<file path="src/hdl/i2ccr_map.vh">
// Purpose: register map, fields, resets and timing counts
// Assumes: 32-bit register words at byte offsets, clk at 50 MHz
// Notes: definitions only
`ifndef I2CCR_MAP_VH
`define I2CCR_MAP_VH

// Register offsets
`define I2CCR_AW 6
`define I2CCR_OFF_CTRL 6'h00
`define I2CCR_OFF_STAT 6'h04
`define I2CCR_OFF_IRQ 6'h08
`define I2CCR_OFF_MASK 6'h0c
`define I2CCR_OFF_RXB 6'h10
`define I2CCR_OFF_SADDR 6'h14

// Control word fields
`define I2CCR_B_START_SEQ 0
`define I2CCR_B_RSTART 1
`define I2CCR_B_STOP_SEQ 2
`define I2CCR_B_RECV 3
`define I2CCR_B_ACK_SEQ 4
`define I2CCR_B_ACK_DATA 5
`define I2CCR_B_GCALL 7
`define I2CCR_B_CLK_REL 12
`define I2CCR_B_STOP_IDLE 13
`define I2CCR_B_ENABLE 15
`define I2CCR_B_DATA_HOLD 16
`define I2CCR_B_ADDR_HOLD 17
`define I2CCR_B_SLV_COLL 18
`define I2CCR_B_HOLD_TIME 19
`define I2CCR_B_BUF_OVW 20
`define I2CCR_B_START_IRQ 21
`define I2CCR_B_STOP_IRQ 22
`define I2CCR_CTRL_RST 32'h0000_1000
`define I2CCR_CTRL_WMASK 32'h007f_bfff

// Status word fields
`define I2CCR_S_BUSY 0
`define I2CCR_S_FULL 2
`define I2CCR_S_OVERFLOW 6

// Interrupt status and mask fields
`define I2CCR_I_START 0
`define I2CCR_I_STOP 1
`define I2CCR_I_COLL 2
`define I2CCR_I_MDONE 3
`define I2CCR_I_SBYTE 4
`define I2CCR_IRQ_W 5

// Reset values
`define I2CCR_SADDR_RST 7'h2a
`define I2CCR_HALF_PERIOD 8'd125

// Timing
`define I2CCR_CLK_NS 20
`define I2CCR_HOLD_LONG_NS 300
`define I2CCR_HOLD_SHORT_NS 100
`define I2CCR_HOLD_LONG_CYC ((`I2CCR_HOLD_LONG_NS + `I2CCR_CLK_NS - 1) / `I2CCR_CLK_NS)
`define I2CCR_HOLD_SHORT_CYC ((`I2CCR_HOLD_SHORT_NS + `I2CCR_CLK_NS - 1) / `I2CCR_CLK_NS)

`endif

</file>
<file path="src/hdl/i2ccr_sync.v">
// Purpose: two-flop synchroniser with edge detection for one bus pin
// Assumes: pin is asynchronous to clk; idles high
// Notes: edges are seen two to three cycles after the pin moves
`timescale 1ns/10ps
`default_nettype none
module i2ccr_sync (
  // Clock and reset
  input wire clk,
  input wire sys_rst,
  input wire ce,
  // Pin side
  input wire pin_in,
  // Synchronised level and edges
  output reg level_q,
  output wire rise,
  output wire fall
);
  reg meta_q;
  reg prev_q;

  // Only level_q reads meta_q, so nothing sees a metastable value
  always @(posedge clk or posedge sys_rst) begin
    if (sys_rst) begin
      meta_q <= 1'b1;
      level_q <= 1'b1;
      prev_q <= 1'b1;
    end else if (ce) begin
      meta_q <= pin_in;
      level_q <= meta_q;
      prev_q <= level_q;
    end
  end

  // One-cycle edge pulses
  assign rise = ce & level_q & ~prev_q;
  assign fall = ce & ~level_q & prev_q;
endmodule // i2ccr_sync
`default_nettype wire

</file>
<file path="src/hdl/i2ccr_tick.v">
// Purpose: half-period tick generator for the master sequencer
// Assumes: HALF at least 2
// Notes: restarts from zero whenever run drops
`timescale 1ns/10ps
`default_nettype none
module i2ccr_tick #(
  parameter W = 8,
  parameter [W-1:0] HALF = 8'd125
) (
  // Clock and reset
  input wire clk,
  input wire sys_rst,
  input wire ce,
  // Control
  input wire run,
  // One-cycle tick every HALF cycles
  output wire tick
);
  localparam [W-1:0] LAST = HALF - 1'b1;
  reg [W-1:0] cnt_q;

  // Counts while running, else parked at zero
  always @(posedge clk or posedge sys_rst) begin
    if (sys_rst) begin
      cnt_q <= {W{1'b0}};
    end else if (ce) begin
      if (!run || cnt_q == LAST) begin
        cnt_q <= {W{1'b0}};
      end else begin
        cnt_q <= cnt_q + 1'b1;
      end
    end
  end

  assign tick = ce & run & (cnt_q == LAST);
endmodule // i2ccr_tick
`default_nettype wire

</file>
<file path="src/hdl/i2ccr_top.v">
// Purpose: serial bus control register with master sequencer and receive-only slave
// Assumes: open-drain pins sampled on clk; plain strobe register port
// Notes on behaviour
// Slave stop seen raises an interrupt only while stop irq enable is set.
// Slave start or repeated start raises an interrupt only while start irq enable set.
// Overwrite enabled: byte taken and acked despite overflow, if buffer not full.
// Hold time select keeps data stable 300 ns or 100 ns after clock falls.
// Slave collision interrupts only while collision detect enable is set.
// Address hold: after matching address 8th fall, clear clock release, hold clock low.
// Data hold: after data byte 8th fall, clear clock release, hold clock low.
// Enable bit activates module and hands both pins to the serial port.
// Stop-in-idle bit halts the module while the device idles.
// Bits 31 to 23 and 14 are unimplemented and read zero.
// Clock release resets one, sequence bits reset zero and hardware clears them.
// Master sequence bits start their sequence and clear when it completes.
`timescale 1ns/10ps
`default_nettype none
`include "i2ccr_map.vh"
module i2ccr_top #(
  parameter [7:0] HALF_PERIOD = `I2CCR_HALF_PERIOD
) (
  // Clock, reset, enable
  input wire clk,
  input wire sys_rst,
  input wire ce,
  // Device idle indication
  input wire idle_mode,
  // Register port
  input wire [`I2CCR_AW-1:0] reg_addr,
  input wire [31:0] reg_wdata,
  input wire reg_wr,
  input wire reg_rd,
  output wire [31:0] reg_rdata,
  // Clock pin
  input wire scl_in,
  output wire scl_out,
  output wire scl_oe,
  // Data pin
  input wire sda_in,
  output wire sda_out,
  output wire sda_oe,
  // Pin ownership and interrupt
  output wire pins_serial,
  output wire irq
);
  // Master states
  localparam [2:0] M_IDLE = 3'h0;
  localparam [2:0] M_START = 3'h1;
  localparam [2:0] M_RSTART = 3'h2;
  localparam [2:0] M_STOP = 3'h3;
  localparam [2:0] M_RECV = 3'h4;
  localparam [2:0] M_ACK = 3'h5;
  // Slave states
  localparam [1:0] S_IDLE = 2'h0;
  localparam [1:0] S_BITS = 2'h1;
  localparam [1:0] S_ACK = 2'h2;
  localparam [1:0] S_SKIP = 2'h3;
  localparam integer HOLD_LONG = `I2CCR_HOLD_LONG_CYC;
  localparam integer HOLD_SHORT = `I2CCR_HOLD_SHORT_CYC;

  reg [31:0] ctrl_q;
  reg [7:0] rxbuf_q;
  reg full_q;
  reg ovf_q;
  reg [6:0] saddr_q;
  reg [`I2CCR_IRQ_W-1:0] irq_st_q;
  reg [`I2CCR_IRQ_W-1:0] irq_mask_q;
  reg [31:0] rdata_q;
  reg [2:0] m_state_q;
  reg [1:0] m_step_q;
  reg [3:0] m_bit_q;
  reg [7:0] m_shift_q;
  reg m_scl_q;
  reg m_sda_q;
  reg [1:0] s_state_q;
  reg [7:0] s_shift_q;
  reg [3:0] s_cnt_q;
  reg s_first_q;
  reg s_want_q;
  reg s_sda_q;
  reg [4:0] hold_cnt_q;
  reg scl_oe_q;
  reg sda_oe_q;

  wire scl_lvl;
  wire scl_rise;
  wire scl_fall;
  wire sda_lvl;
  wire sda_rise;
  wire sda_fall;
  wire m_tick;

  // Engine halts in idle with stop-in-idle set
  wire run = ce & ~(ctrl_q[`I2CCR_B_STOP_IDLE] & idle_mode);
  wire on = ctrl_q[`I2CCR_B_ENABLE];
  wire m_idle = (m_state_q == M_IDLE);

  // Pin synchronisers
  i2ccr_sync u_scl_sync (
    .clk(clk),
    .sys_rst(sys_rst),
    .ce(run),
    .pin_in(scl_in),
    .level_q(scl_lvl),
    .rise(scl_rise),
    .fall(scl_fall)
  );

  i2ccr_sync u_sda_sync (
    .clk(clk),
    .sys_rst(sys_rst),
    .ce(run),
    .pin_in(sda_in),
    .level_q(sda_lvl),
    .rise(sda_rise),
    .fall(sda_fall)
  );

  // Master bit timing
  i2ccr_tick #(
    .W(8),
    .HALF(HALF_PERIOD)
  ) u_tick (
    .clk(clk),
    .sys_rst(sys_rst),
    .ce(run),
    .run(on & ~m_idle),
    .tick(m_tick)
  );

  // Bus conditions, seen only while master is idle
  wire start_det = sda_fall & scl_lvl & on & m_idle;
  wire stop_det = sda_rise & scl_lvl & on & m_idle;
  wire mid_byte = (s_state_q == S_BITS) & (s_cnt_q != 4'h0);
  wire coll_det = (start_det | stop_det) & mid_byte;

  // Slave byte completion and address match
  wire s_done = (s_state_q == S_BITS) & scl_fall & (s_cnt_q == 4'h8) & on & m_idle;
  wire s_gcall = ctrl_q[`I2CCR_B_GCALL] & (s_shift_q == 8'h00);
  wire s_addr_ok = ((s_shift_q[7:1] == saddr_q) & ~s_shift_q[0]) | s_gcall;
  wire s_take = s_done & (~s_first_q | s_addr_ok);
  // Overflow ignored only with overwrite on and buffer empty
  wire s_accept = s_take & ~full_q & (~ovf_q | ctrl_q[`I2CCR_B_BUF_OVW]);
  wire s_hold_ev = s_take & (s_first_q ? ctrl_q[`I2CCR_B_ADDR_HOLD] : ctrl_q[`I2CCR_B_DATA_HOLD]);

  // Last tick of each master sequence
  wire m_last = m_tick & (((m_state_q == M_START) & (m_step_q == 2'h1)) |
                          ((m_state_q == M_RSTART) & (m_step_q == 2'h2)) |
                          ((m_state_q == M_STOP) & (m_step_q == 2'h1)) |
                          ((m_state_q == M_ACK) & (m_step_q == 2'h1)) |
                          ((m_state_q == M_RECV) & (m_step_q == 2'h1) & (m_bit_q == 4'h7)));
  wire m_rx_done = m_last & (m_state_q == M_RECV);
  wire [7:0] m_rx_byte = {m_shift_q[6:0], sda_lvl};

  // Bit owned by running sequence
  reg [31:0] m_clr;
  always @* begin
    m_clr = 32'h0000_0000;
    case (m_state_q)
      M_START: m_clr[`I2CCR_B_START_SEQ] = 1'b1;
      M_RSTART: m_clr[`I2CCR_B_RSTART] = 1'b1;
      M_STOP: m_clr[`I2CCR_B_STOP_SEQ] = 1'b1;
      M_RECV: m_clr[`I2CCR_B_RECV] = 1'b1;
      M_ACK: m_clr[`I2CCR_B_ACK_SEQ] = 1'b1;
      default: m_clr = 32'h0000_0000;
    endcase
  end

  wire wr_ctrl = reg_wr & (reg_addr == `I2CCR_OFF_CTRL);
  wire wr_stat = reg_wr & (reg_addr == `I2CCR_OFF_STAT);
  wire wr_irq = reg_wr & (reg_addr == `I2CCR_OFF_IRQ);
  wire rd_rxb = reg_rd & (reg_addr == `I2CCR_OFF_RXB);

  // Control word; hardware clears win over a write
  always @(posedge clk or posedge sys_rst) begin
    if (sys_rst) begin
      ctrl_q <= `I2CCR_CTRL_RST;
    end else if (ce) begin
      if (wr_ctrl) begin
        ctrl_q <= reg_wdata & `I2CCR_CTRL_WMASK;
      end
      if (m_last) begin
        ctrl_q <= (wr_ctrl ? (reg_wdata & `I2CCR_CTRL_WMASK) : ctrl_q) & ~m_clr;
      end
      if (s_hold_ev) begin
        ctrl_q[`I2CCR_B_CLK_REL] <= 1'b0;
      end
    end
  end

  // Other software registers
  always @(posedge clk or posedge sys_rst) begin
    if (sys_rst) begin
      saddr_q <= `I2CCR_SADDR_RST;
      irq_mask_q <= {`I2CCR_IRQ_W{1'b0}};
    end else if (ce && reg_wr) begin
      if (reg_addr == `I2CCR_OFF_SADDR) begin
        saddr_q <= reg_wdata[6:0];
      end
      if (reg_addr == `I2CCR_OFF_MASK) begin
        irq_mask_q <= reg_wdata[`I2CCR_IRQ_W-1:0];
      end
    end
  end

  // Start, stop and collision events gated by their enables; master done and slave byte ungated
  wire [`I2CCR_IRQ_W-1:0] ev;
  assign ev[`I2CCR_I_START] = start_det & ctrl_q[`I2CCR_B_START_IRQ];
  assign ev[`I2CCR_I_STOP] = stop_det & ctrl_q[`I2CCR_B_STOP_IRQ];
  assign ev[`I2CCR_I_COLL] = coll_det & ctrl_q[`I2CCR_B_SLV_COLL];
  assign ev[`I2CCR_I_MDONE] = m_last;
  assign ev[`I2CCR_I_SBYTE] = s_accept;

  // Sticky status, write one to clear; events win
  always @(posedge clk or posedge sys_rst) begin
    if (sys_rst) begin
      irq_st_q <= {`I2CCR_IRQ_W{1'b0}};
    end else if (ce) begin
      irq_st_q <= (irq_st_q & ~(wr_irq ? reg_wdata[`I2CCR_IRQ_W-1:0] : {`I2CCR_IRQ_W{1'b0}})) | ev;
    end
  end

  // Receive buffer and flags; set wins over clear
  always @(posedge clk or posedge sys_rst) begin
    if (sys_rst) begin
      rxbuf_q <= 8'h00;
      full_q <= 1'b0;
      ovf_q <= 1'b0;
    end else if (ce) begin
      if (s_accept) begin
        rxbuf_q <= s_shift_q;
      end else if (m_rx_done && !full_q) begin
        rxbuf_q <= m_rx_byte;
      end
      if (s_accept || (m_rx_done && !full_q)) begin
        full_q <= 1'b1;
      end else if (rd_rxb) begin
        full_q <= 1'b0;
      end
      if ((s_take || m_rx_done) && full_q) begin
        ovf_q <= 1'b1;
      end else if (wr_stat && reg_wdata[`I2CCR_S_OVERFLOW]) begin
        ovf_q <= 1'b0;
      end
    end
  end

  // Master sequencer, one step per half period
  always @(posedge clk or posedge sys_rst) begin
    if (sys_rst) begin
      m_state_q <= M_IDLE;
      m_step_q <= 2'h0;
      m_bit_q <= 4'h0;
      m_shift_q <= 8'h00;
      m_scl_q <= 1'b0;
      m_sda_q <= 1'b0;
    end else if (run) begin
      if (!on) begin
        m_state_q <= M_IDLE;
        m_scl_q <= 1'b0;
        m_sda_q <= 1'b0;
      end else if (m_idle) begin
        m_step_q <= 2'h0;
        m_bit_q <= 4'h0;
        // One sequence at a time, start has priority
        if (ctrl_q[`I2CCR_B_START_SEQ]) begin
          m_state_q <= M_START;
          m_scl_q <= 1'b0;
          m_sda_q <= 1'b0;
        end else if (ctrl_q[`I2CCR_B_RSTART]) begin
          m_state_q <= M_RSTART;
          m_scl_q <= 1'b1;
          m_sda_q <= 1'b0;
        end else if (ctrl_q[`I2CCR_B_STOP_SEQ]) begin
          m_state_q <= M_STOP;
          m_scl_q <= 1'b1;
          m_sda_q <= 1'b1;
        end else if (ctrl_q[`I2CCR_B_RECV]) begin
          m_state_q <= M_RECV;
          m_scl_q <= 1'b1;
          m_sda_q <= 1'b0;
        end else if (ctrl_q[`I2CCR_B_ACK_SEQ]) begin
          m_state_q <= M_ACK;
          m_scl_q <= 1'b1;
          m_sda_q <= ~ctrl_q[`I2CCR_B_ACK_DATA];
        end
      end else if (m_tick) begin
        m_step_q <= m_step_q + 2'h1;
        case (m_state_q)
          M_START: begin
            if (m_step_q == 2'h0) begin
              m_sda_q <= 1'b1;
            end else begin
              m_scl_q <= 1'b1;
              m_state_q <= M_IDLE;
            end
          end
          M_RSTART: begin
            if (m_step_q == 2'h0) begin
              m_scl_q <= 1'b0;
            end else if (m_step_q == 2'h1) begin
              m_sda_q <= 1'b1;
            end else begin
              m_scl_q <= 1'b1;
              m_state_q <= M_IDLE;
            end
          end
          M_STOP: begin
            if (m_step_q == 2'h0) begin
              m_scl_q <= 1'b0;
            end else begin
              m_sda_q <= 1'b0;
              m_state_q <= M_IDLE;
            end
          end
          M_ACK: begin
            if (m_step_q == 2'h0) begin
              m_scl_q <= 1'b0;
            end else begin
              m_scl_q <= 1'b1;
              m_sda_q <= 1'b0;
              m_state_q <= M_IDLE;
            end
          end
          M_RECV: begin
            if (m_step_q == 2'h0) begin
              m_scl_q <= 1'b0;
            end else begin
              // Sample at end of high phase
              m_scl_q <= 1'b1;
              m_shift_q <= m_rx_byte;
              m_bit_q <= m_bit_q + 4'h1;
              m_step_q <= 2'h0;
              if (m_bit_q == 4'h7) begin
                m_state_q <= M_IDLE;
              end
            end
          end
          default: m_state_q <= M_IDLE;
        endcase
      end
    end
  end

  // Slave receiver: write transfers only
  always @(posedge clk or posedge sys_rst) begin
    if (sys_rst) begin
      s_state_q <= S_IDLE;
      s_shift_q <= 8'h00;
      s_cnt_q <= 4'h0;
      s_first_q <= 1'b0;
      s_want_q <= 1'b0;
    end else if (run) begin
      if (!on || !m_idle) begin
        s_state_q <= S_IDLE;
        s_want_q <= 1'b0;
      end else if (start_det) begin
        s_state_q <= S_BITS;
        s_cnt_q <= 4'h0;
        s_first_q <= 1'b1;
        s_want_q <= 1'b0;
      end else if (stop_det) begin
        s_state_q <= S_IDLE;
        s_want_q <= 1'b0;
      end else begin
        case (s_state_q)
          S_BITS: begin
            if (scl_rise && s_cnt_q != 4'h8) begin
              s_shift_q <= {s_shift_q[6:0], sda_lvl};
              s_cnt_q <= s_cnt_q + 4'h1;
            end else if (s_done) begin
              // Ack only a byte the buffer took
              s_want_q <= s_accept;
              s_state_q <= s_take ? S_ACK : S_SKIP;
            end
          end
          S_ACK: begin
            if (scl_fall) begin
              s_want_q <= 1'b0;
              s_cnt_q <= 4'h0;
              s_first_q <= 1'b0;
              s_state_q <= S_BITS;
            end
          end
          S_SKIP: s_want_q <= 1'b0;
          S_IDLE: s_want_q <= 1'b0;
          default: s_state_q <= S_IDLE;
        endcase
      end
    end
  end

  // Data line moves a hold time after a clock fall
  wire [31:0] hold_cyc = ctrl_q[`I2CCR_B_HOLD_TIME] ? HOLD_LONG : HOLD_SHORT;
  always @(posedge clk or posedge sys_rst) begin
    if (sys_rst) begin
      hold_cnt_q <= 5'h00;
      s_sda_q <= 1'b0;
    end else if (run) begin
      if (!on) begin
        hold_cnt_q <= 5'h00;
        s_sda_q <= 1'b0;
      end else if (scl_fall) begin
        hold_cnt_q <= hold_cyc[4:0];
      end else if (hold_cnt_q != 5'h00) begin
        hold_cnt_q <= hold_cnt_q - 5'h01;
        if (hold_cnt_q == 5'h01) begin
          s_sda_q <= s_want_q;
        end
      end
    end
  end

  // Pin drivers; a cleared clock release stretches the clock
  always @(posedge clk or posedge sys_rst) begin
    if (sys_rst) begin
      scl_oe_q <= 1'b0;
      sda_oe_q <= 1'b0;
    end else if (ce) begin
      scl_oe_q <= on & (m_scl_q | ~ctrl_q[`I2CCR_B_CLK_REL]);
      sda_oe_q <= on & (m_sda_q | s_sda_q);
    end
  end

  // Read data, valid one cycle after strobe
  always @(posedge clk or posedge sys_rst) begin
    if (sys_rst) begin
      rdata_q <= 32'h0000_0000;
    end else if (ce) begin
      rdata_q <= 32'h0000_0000;
      if (reg_rd) begin
        case (reg_addr)
          `I2CCR_OFF_CTRL: rdata_q <= ctrl_q & `I2CCR_CTRL_WMASK;
          `I2CCR_OFF_STAT: rdata_q <= {25'h0, ovf_q, 3'h0, full_q, 1'b0, ~m_idle};
          `I2CCR_OFF_IRQ: rdata_q <= {27'h0, irq_st_q};
          `I2CCR_OFF_MASK: rdata_q <= {27'h0, irq_mask_q};
          `I2CCR_OFF_RXB: rdata_q <= {24'h0, rxbuf_q};
          `I2CCR_OFF_SADDR: rdata_q <= {25'h0, saddr_q};
          default: rdata_q <= 32'h0000_0000;
        endcase
      end
    end
  end

  // Open-drain pins only ever drive low
  assign reg_rdata = rdata_q;
  assign scl_out = 1'b0;
  assign sda_out = 1'b0;
  assign scl_oe = scl_oe_q;
  assign sda_oe = sda_oe_q;
  assign pins_serial = ctrl_q[`I2CCR_B_ENABLE];
  assign irq = |(irq_st_q & irq_mask_q);
endmodule // i2ccr_top
`default_nettype wire

</file>
<file path="config.mk">
export PLATFORM = sky130hd
export DESIGN_NAME = i2ccr_top
export DESIGN_NICKNAME = d
export VERILOG_FILES = /design/src/hdl/i2ccr_sync.v /design/src/hdl/i2ccr_tick.v /design/src/hdl/i2ccr_top.v
export VERILOG_INCLUDE_DIRS = /design/src /design/src/hdl
export SDC_FILE = /design/constraint.sdc
export NUM_CORES = 1
export LEC_CHECK = 0
export BUFFER_PORTS_ARGS = -buffer_cell sky130_fd_sc_hd__buf_2
export CORE_MARGIN = 2
export CORE_UTILIZATION = 35
export CTS_CLUSTER_DIAMETER = 200
export DETAILED_ROUTE_END_ITERATION = 8
export PLACE_DENSITY = 0.61
export SLEW_MARGIN = 5
export SYNTH_ARGS = -nofsm -noshare
export SYNTH_HDL_FRONTEND = slang
export SYNTH_SLANG_ARGS = --single-unit
</file>
<file path="constraint.sdc">
create_clock -name clk -period 3.79 [get_ports clk]
set_input_delay 0.379 -clock clk [delete_from_list [all_inputs] [get_ports clk]]
set_output_delay 0.379 -clock clk [all_outputs]
set_load 0.01 [all_outputs]
</file>
==> flow_summary_export.csv <==
group,metric,value,unit
outcome,status,"finished, final reports clean",
floorplanning,placeableCoreArea,0.0186,mm²
critical_path,worst_r2r_path_depth,6,
detailed_routing,ant_nets,0,
synth,netlist.area_leader.share,44.1,%
critical_path,worst-path-max-fanout,19,
sta,fin_tns_setup,0,ns
synth,synth_seq_area_share,48.1,%
place,placement.setup.worst_slack,0.983,ns
sta,rsz_0062_raised_after_global_routing,"no",
finish,syn2layout_area_growth,17.2,%
synth,synth_top_cell_by_area,"dfrtp_1",
detailed_routing,first_pass_iters,5,
place,gp_routability_congestion,0.827,
finish,antenna-diode-count,0,
min_path,worstHoldPathType,"input pin to async pin",
synth,synth_top_cells_by_count,"117 x dfrtp_1, 101 x nand2_1, 48 x mux2_2",
global_routing,grt_antenna_before_repair,0,
global_routing,globalRouteTotalUtil,17.0,%
clock_network,cts_max_path_buffers,2,
sta,timing.fmax,0.351,GHz
synth,synth_seq_cells,127,
synth,post_synth.cell_area_avg,10.1,µm²
detailed_routing,route.detailed.vias_per_inst,5.27,
global_routing,grt_pass1_vias,5013,
sta,hold_violations,0,
floorplanning,die_extent_in_x,142,µm
critical_path,critical_path.slowest_cell,"or4b_1",
power,pwr_density_cell,554,mW/mm²
finish,layout-drive-gt1-share,24.5,%
critical_path,worstPathArrival,3.15,ns
synth,post_synth_instance_area,0.00664,mm²
floorplanning,start_util,35.6,%
sta,max-slew-margin-rel,26.2,%
synth,yosys_warnings,0,
detailed_routing,wire_per_inst,16.9,µm
global_routing,largest_net_degree_at_the_start_of_global_routing,71,
synth,synth.top_cells.by_area,"dfrtp_1 44%, mux2_2 8.1%, nand2_1 5.7%, dfstp_2 4.0%, o21ai_0 2.9%",
floorplanning,core_rows,50,
global_routing,grt_pass1_wl,26600,µm
synth,synth_most_common_cell,"dfrtp_1",
critical_path,cp-start-kind,"register",
synth,synth_edf_count,0,
clock_network,clock_sink_count,127,
detailed_routing,remaining_drc_errors,0,
place,dp_hpwl,11400,µm
critical_path,path_delay_family,"simple AND/OR/NAND/NOR gates",
clock_network,clk_pin_slew,0.06,ns
detailed_routing,drt_iter0_markers,307,
clock_network,total_cts_buffers,17,
synth,dominantRegCellSynth,"dfrtp_1",
critical_path,worstPathBufferInverterCount,1,
detailed_routing,route.final.wire_length,16200,µm
global_routing,global_route.overflow_total,0,
sta,finalCritPeriodShare,75.2,%
power,leakagePower,3.69,nW
sta,setup_viol_count_final,0,
place,port-buffer-count,61,
clock_network,clock_latency,0.43,ns
floorplanning,die_area,0.0201,mm²
critical_path,cp_slowest_stage_delay,0.75,ns
critical_path,end_kind,"register",
critical_path,crit_path_cell_trace,"or4b_1 > nor2_1 > nand3_1 > a2111oi_2 > buf_4 > mux2_2",
clock_network,tritoncts_clock_tree,"yes",
critical_path,critical_path_class,"register to register",
sta,postLayoutSetupSlackWorst,0.942,ns
detailed_routing,dr_total_vias,5059,
floorplanning,dieHeight,142,µm
synth,syn-instance-count,656,
job,number_of_maximum_capacitance_constraint_violations,0,
power,power.ir.vdd_worst,0.262,mV
sta,layout_min_cycle_time,2.85,ns
synth,synth_cell_type_count,73,
sta,minimum_hold_slack,0.0996,ns
critical_path,worst-endpoint-required,4.09,ns
clock_network,htree_num_levels,4,
sta,finalClockSkew,0.0151,ns
clock_network,cts_resized,0,
finish,post-route-util,41.7,%
clock_network,post-cts-setup-buffer-count,0,
clock_network,cts_root_buf,"clkbuf_16",
clock_network,cts_hold_repair.buffers,0,
synth,synth-async-reset-ratio,100,%
floorplanning,boundaryPins,84,
critical_path,worst_path_depth,6,
sta,timing.final.max_slew_violations,0,
sta,worst-slew-pin-transition,1.10,ns
finish,final_net_count,771,
layer usage:
metal,routed length (µm),vias up,share of wire (%),GRT usage [%]
met3,654,18,4.0,3.34
li1,-,2449,-,-
met2,7480,115,46,26.5
met1,7820,2477,48,23.3
met5,0,-,0,0
met4,240,0,1.5,6.84
sequential cells by signal, summed over array words and instances (netlist names), 5 cells and up:
signal / cells
ctrl_q: 22
reg_rdata: 22
rxbuf_q: 8
s_shift_q: 8
u_tick.cnt_q: 8
m_shift_q: 7
saddr_q: 7
hold_cnt_q: 5
irq_mask_q: 5
irq_st_q: 5
logic make-up (layout without fill, tap and decap cells):
| logic type | after synthesis | after routing | share of synthesized area, % |
|---|---|---|---|
| other | 1 | 12 | 0.0565 |
| and+or+nand+nor | 234 | 234 | 17.1 |
| muxes | 67 | 67 | 11.6 |
| adders and majority gates | 12 | 12 | 2.26 |
| DFF | 127 | 127 | 48.1 |
| AOI/OAI and AO/OA | 132 | 132 | 14.1 |
| buffers and inverters | 68 | 127 | 4.73 |
| xor gates and xnor gates | 15 | 15 | 1.98 |
layout make-up:
class,count,area [µm²]
fillers,1830,10900
well taps,234,293
flip-flops and latches,127,3190
clock buffers,19,443
repair buffers,70,385
multi-input cells,472,3190
clock inverters,13,186
inverters,25,96.3
placed cells by master (no fill, tap or decap), types with 7 or more instances in the layout:
| master | n |
|---|---|
| inv_1 | 22 |
| clkbuf_16 | 17 |
| xnor2_1 | 7 |
| nor2b_1 | 9 |
| conb_1 | 12 |
| a22o_1 | 19 |
| nor2_1 | 37 |
| dfrtp_1 | 117 |
| nor3_1 | 14 |
| mux2_2 | 48 |
| mux2i_1 | 15 |
| xor2_1 | 8 |
| buf_2 | 61 |
| o21ai_0 | 39 |
| buf_4 | 8 |
| dfstp_2 | 10 |
| a21oi_1 | 20 |
| nand2_1 | 101 |
| ha_1 | 12 |
| nand3_1 | 20 |
worst paths after layout:
check	startpoint	to	slack [ns]
max	m_state_q[2]	rxbuf_q[2]	0.94
min	sys_rst	u_tick.cnt_q[3]	0.1
max reg2reg	m_state_q[2]	rxbuf_q[2]	0.94
min reg2reg	u_sda_sync.meta_q	u_sda_sync.level_q	0.46
max in group asynchronous	sys_rst	ctrl_q[12]	2.83
min in group clk	reg_wdata[10]	ctrl_q[10]	0.14
report_power, final:
group	total [mW]	leakage [nW]	switching [mW]	internal [mW]
logic	0.876	1.71	0.523	0.353
clock network	1.74	0.308	0.621	1.12
registers	1.70	1.68	0.188	1.51
per-stage QoR:
stage               power, mW  instance area, µm²  std cells
floorplan                2.35                6680        667
global placement         2.57                7150        928
detailed placement       2.59                7150        928
CTS                      4.34                7780        960
global route             4.57                7780        960
finish                   4.31                7780        960
No activity file was read; power rests on OpenSTA's default activity.
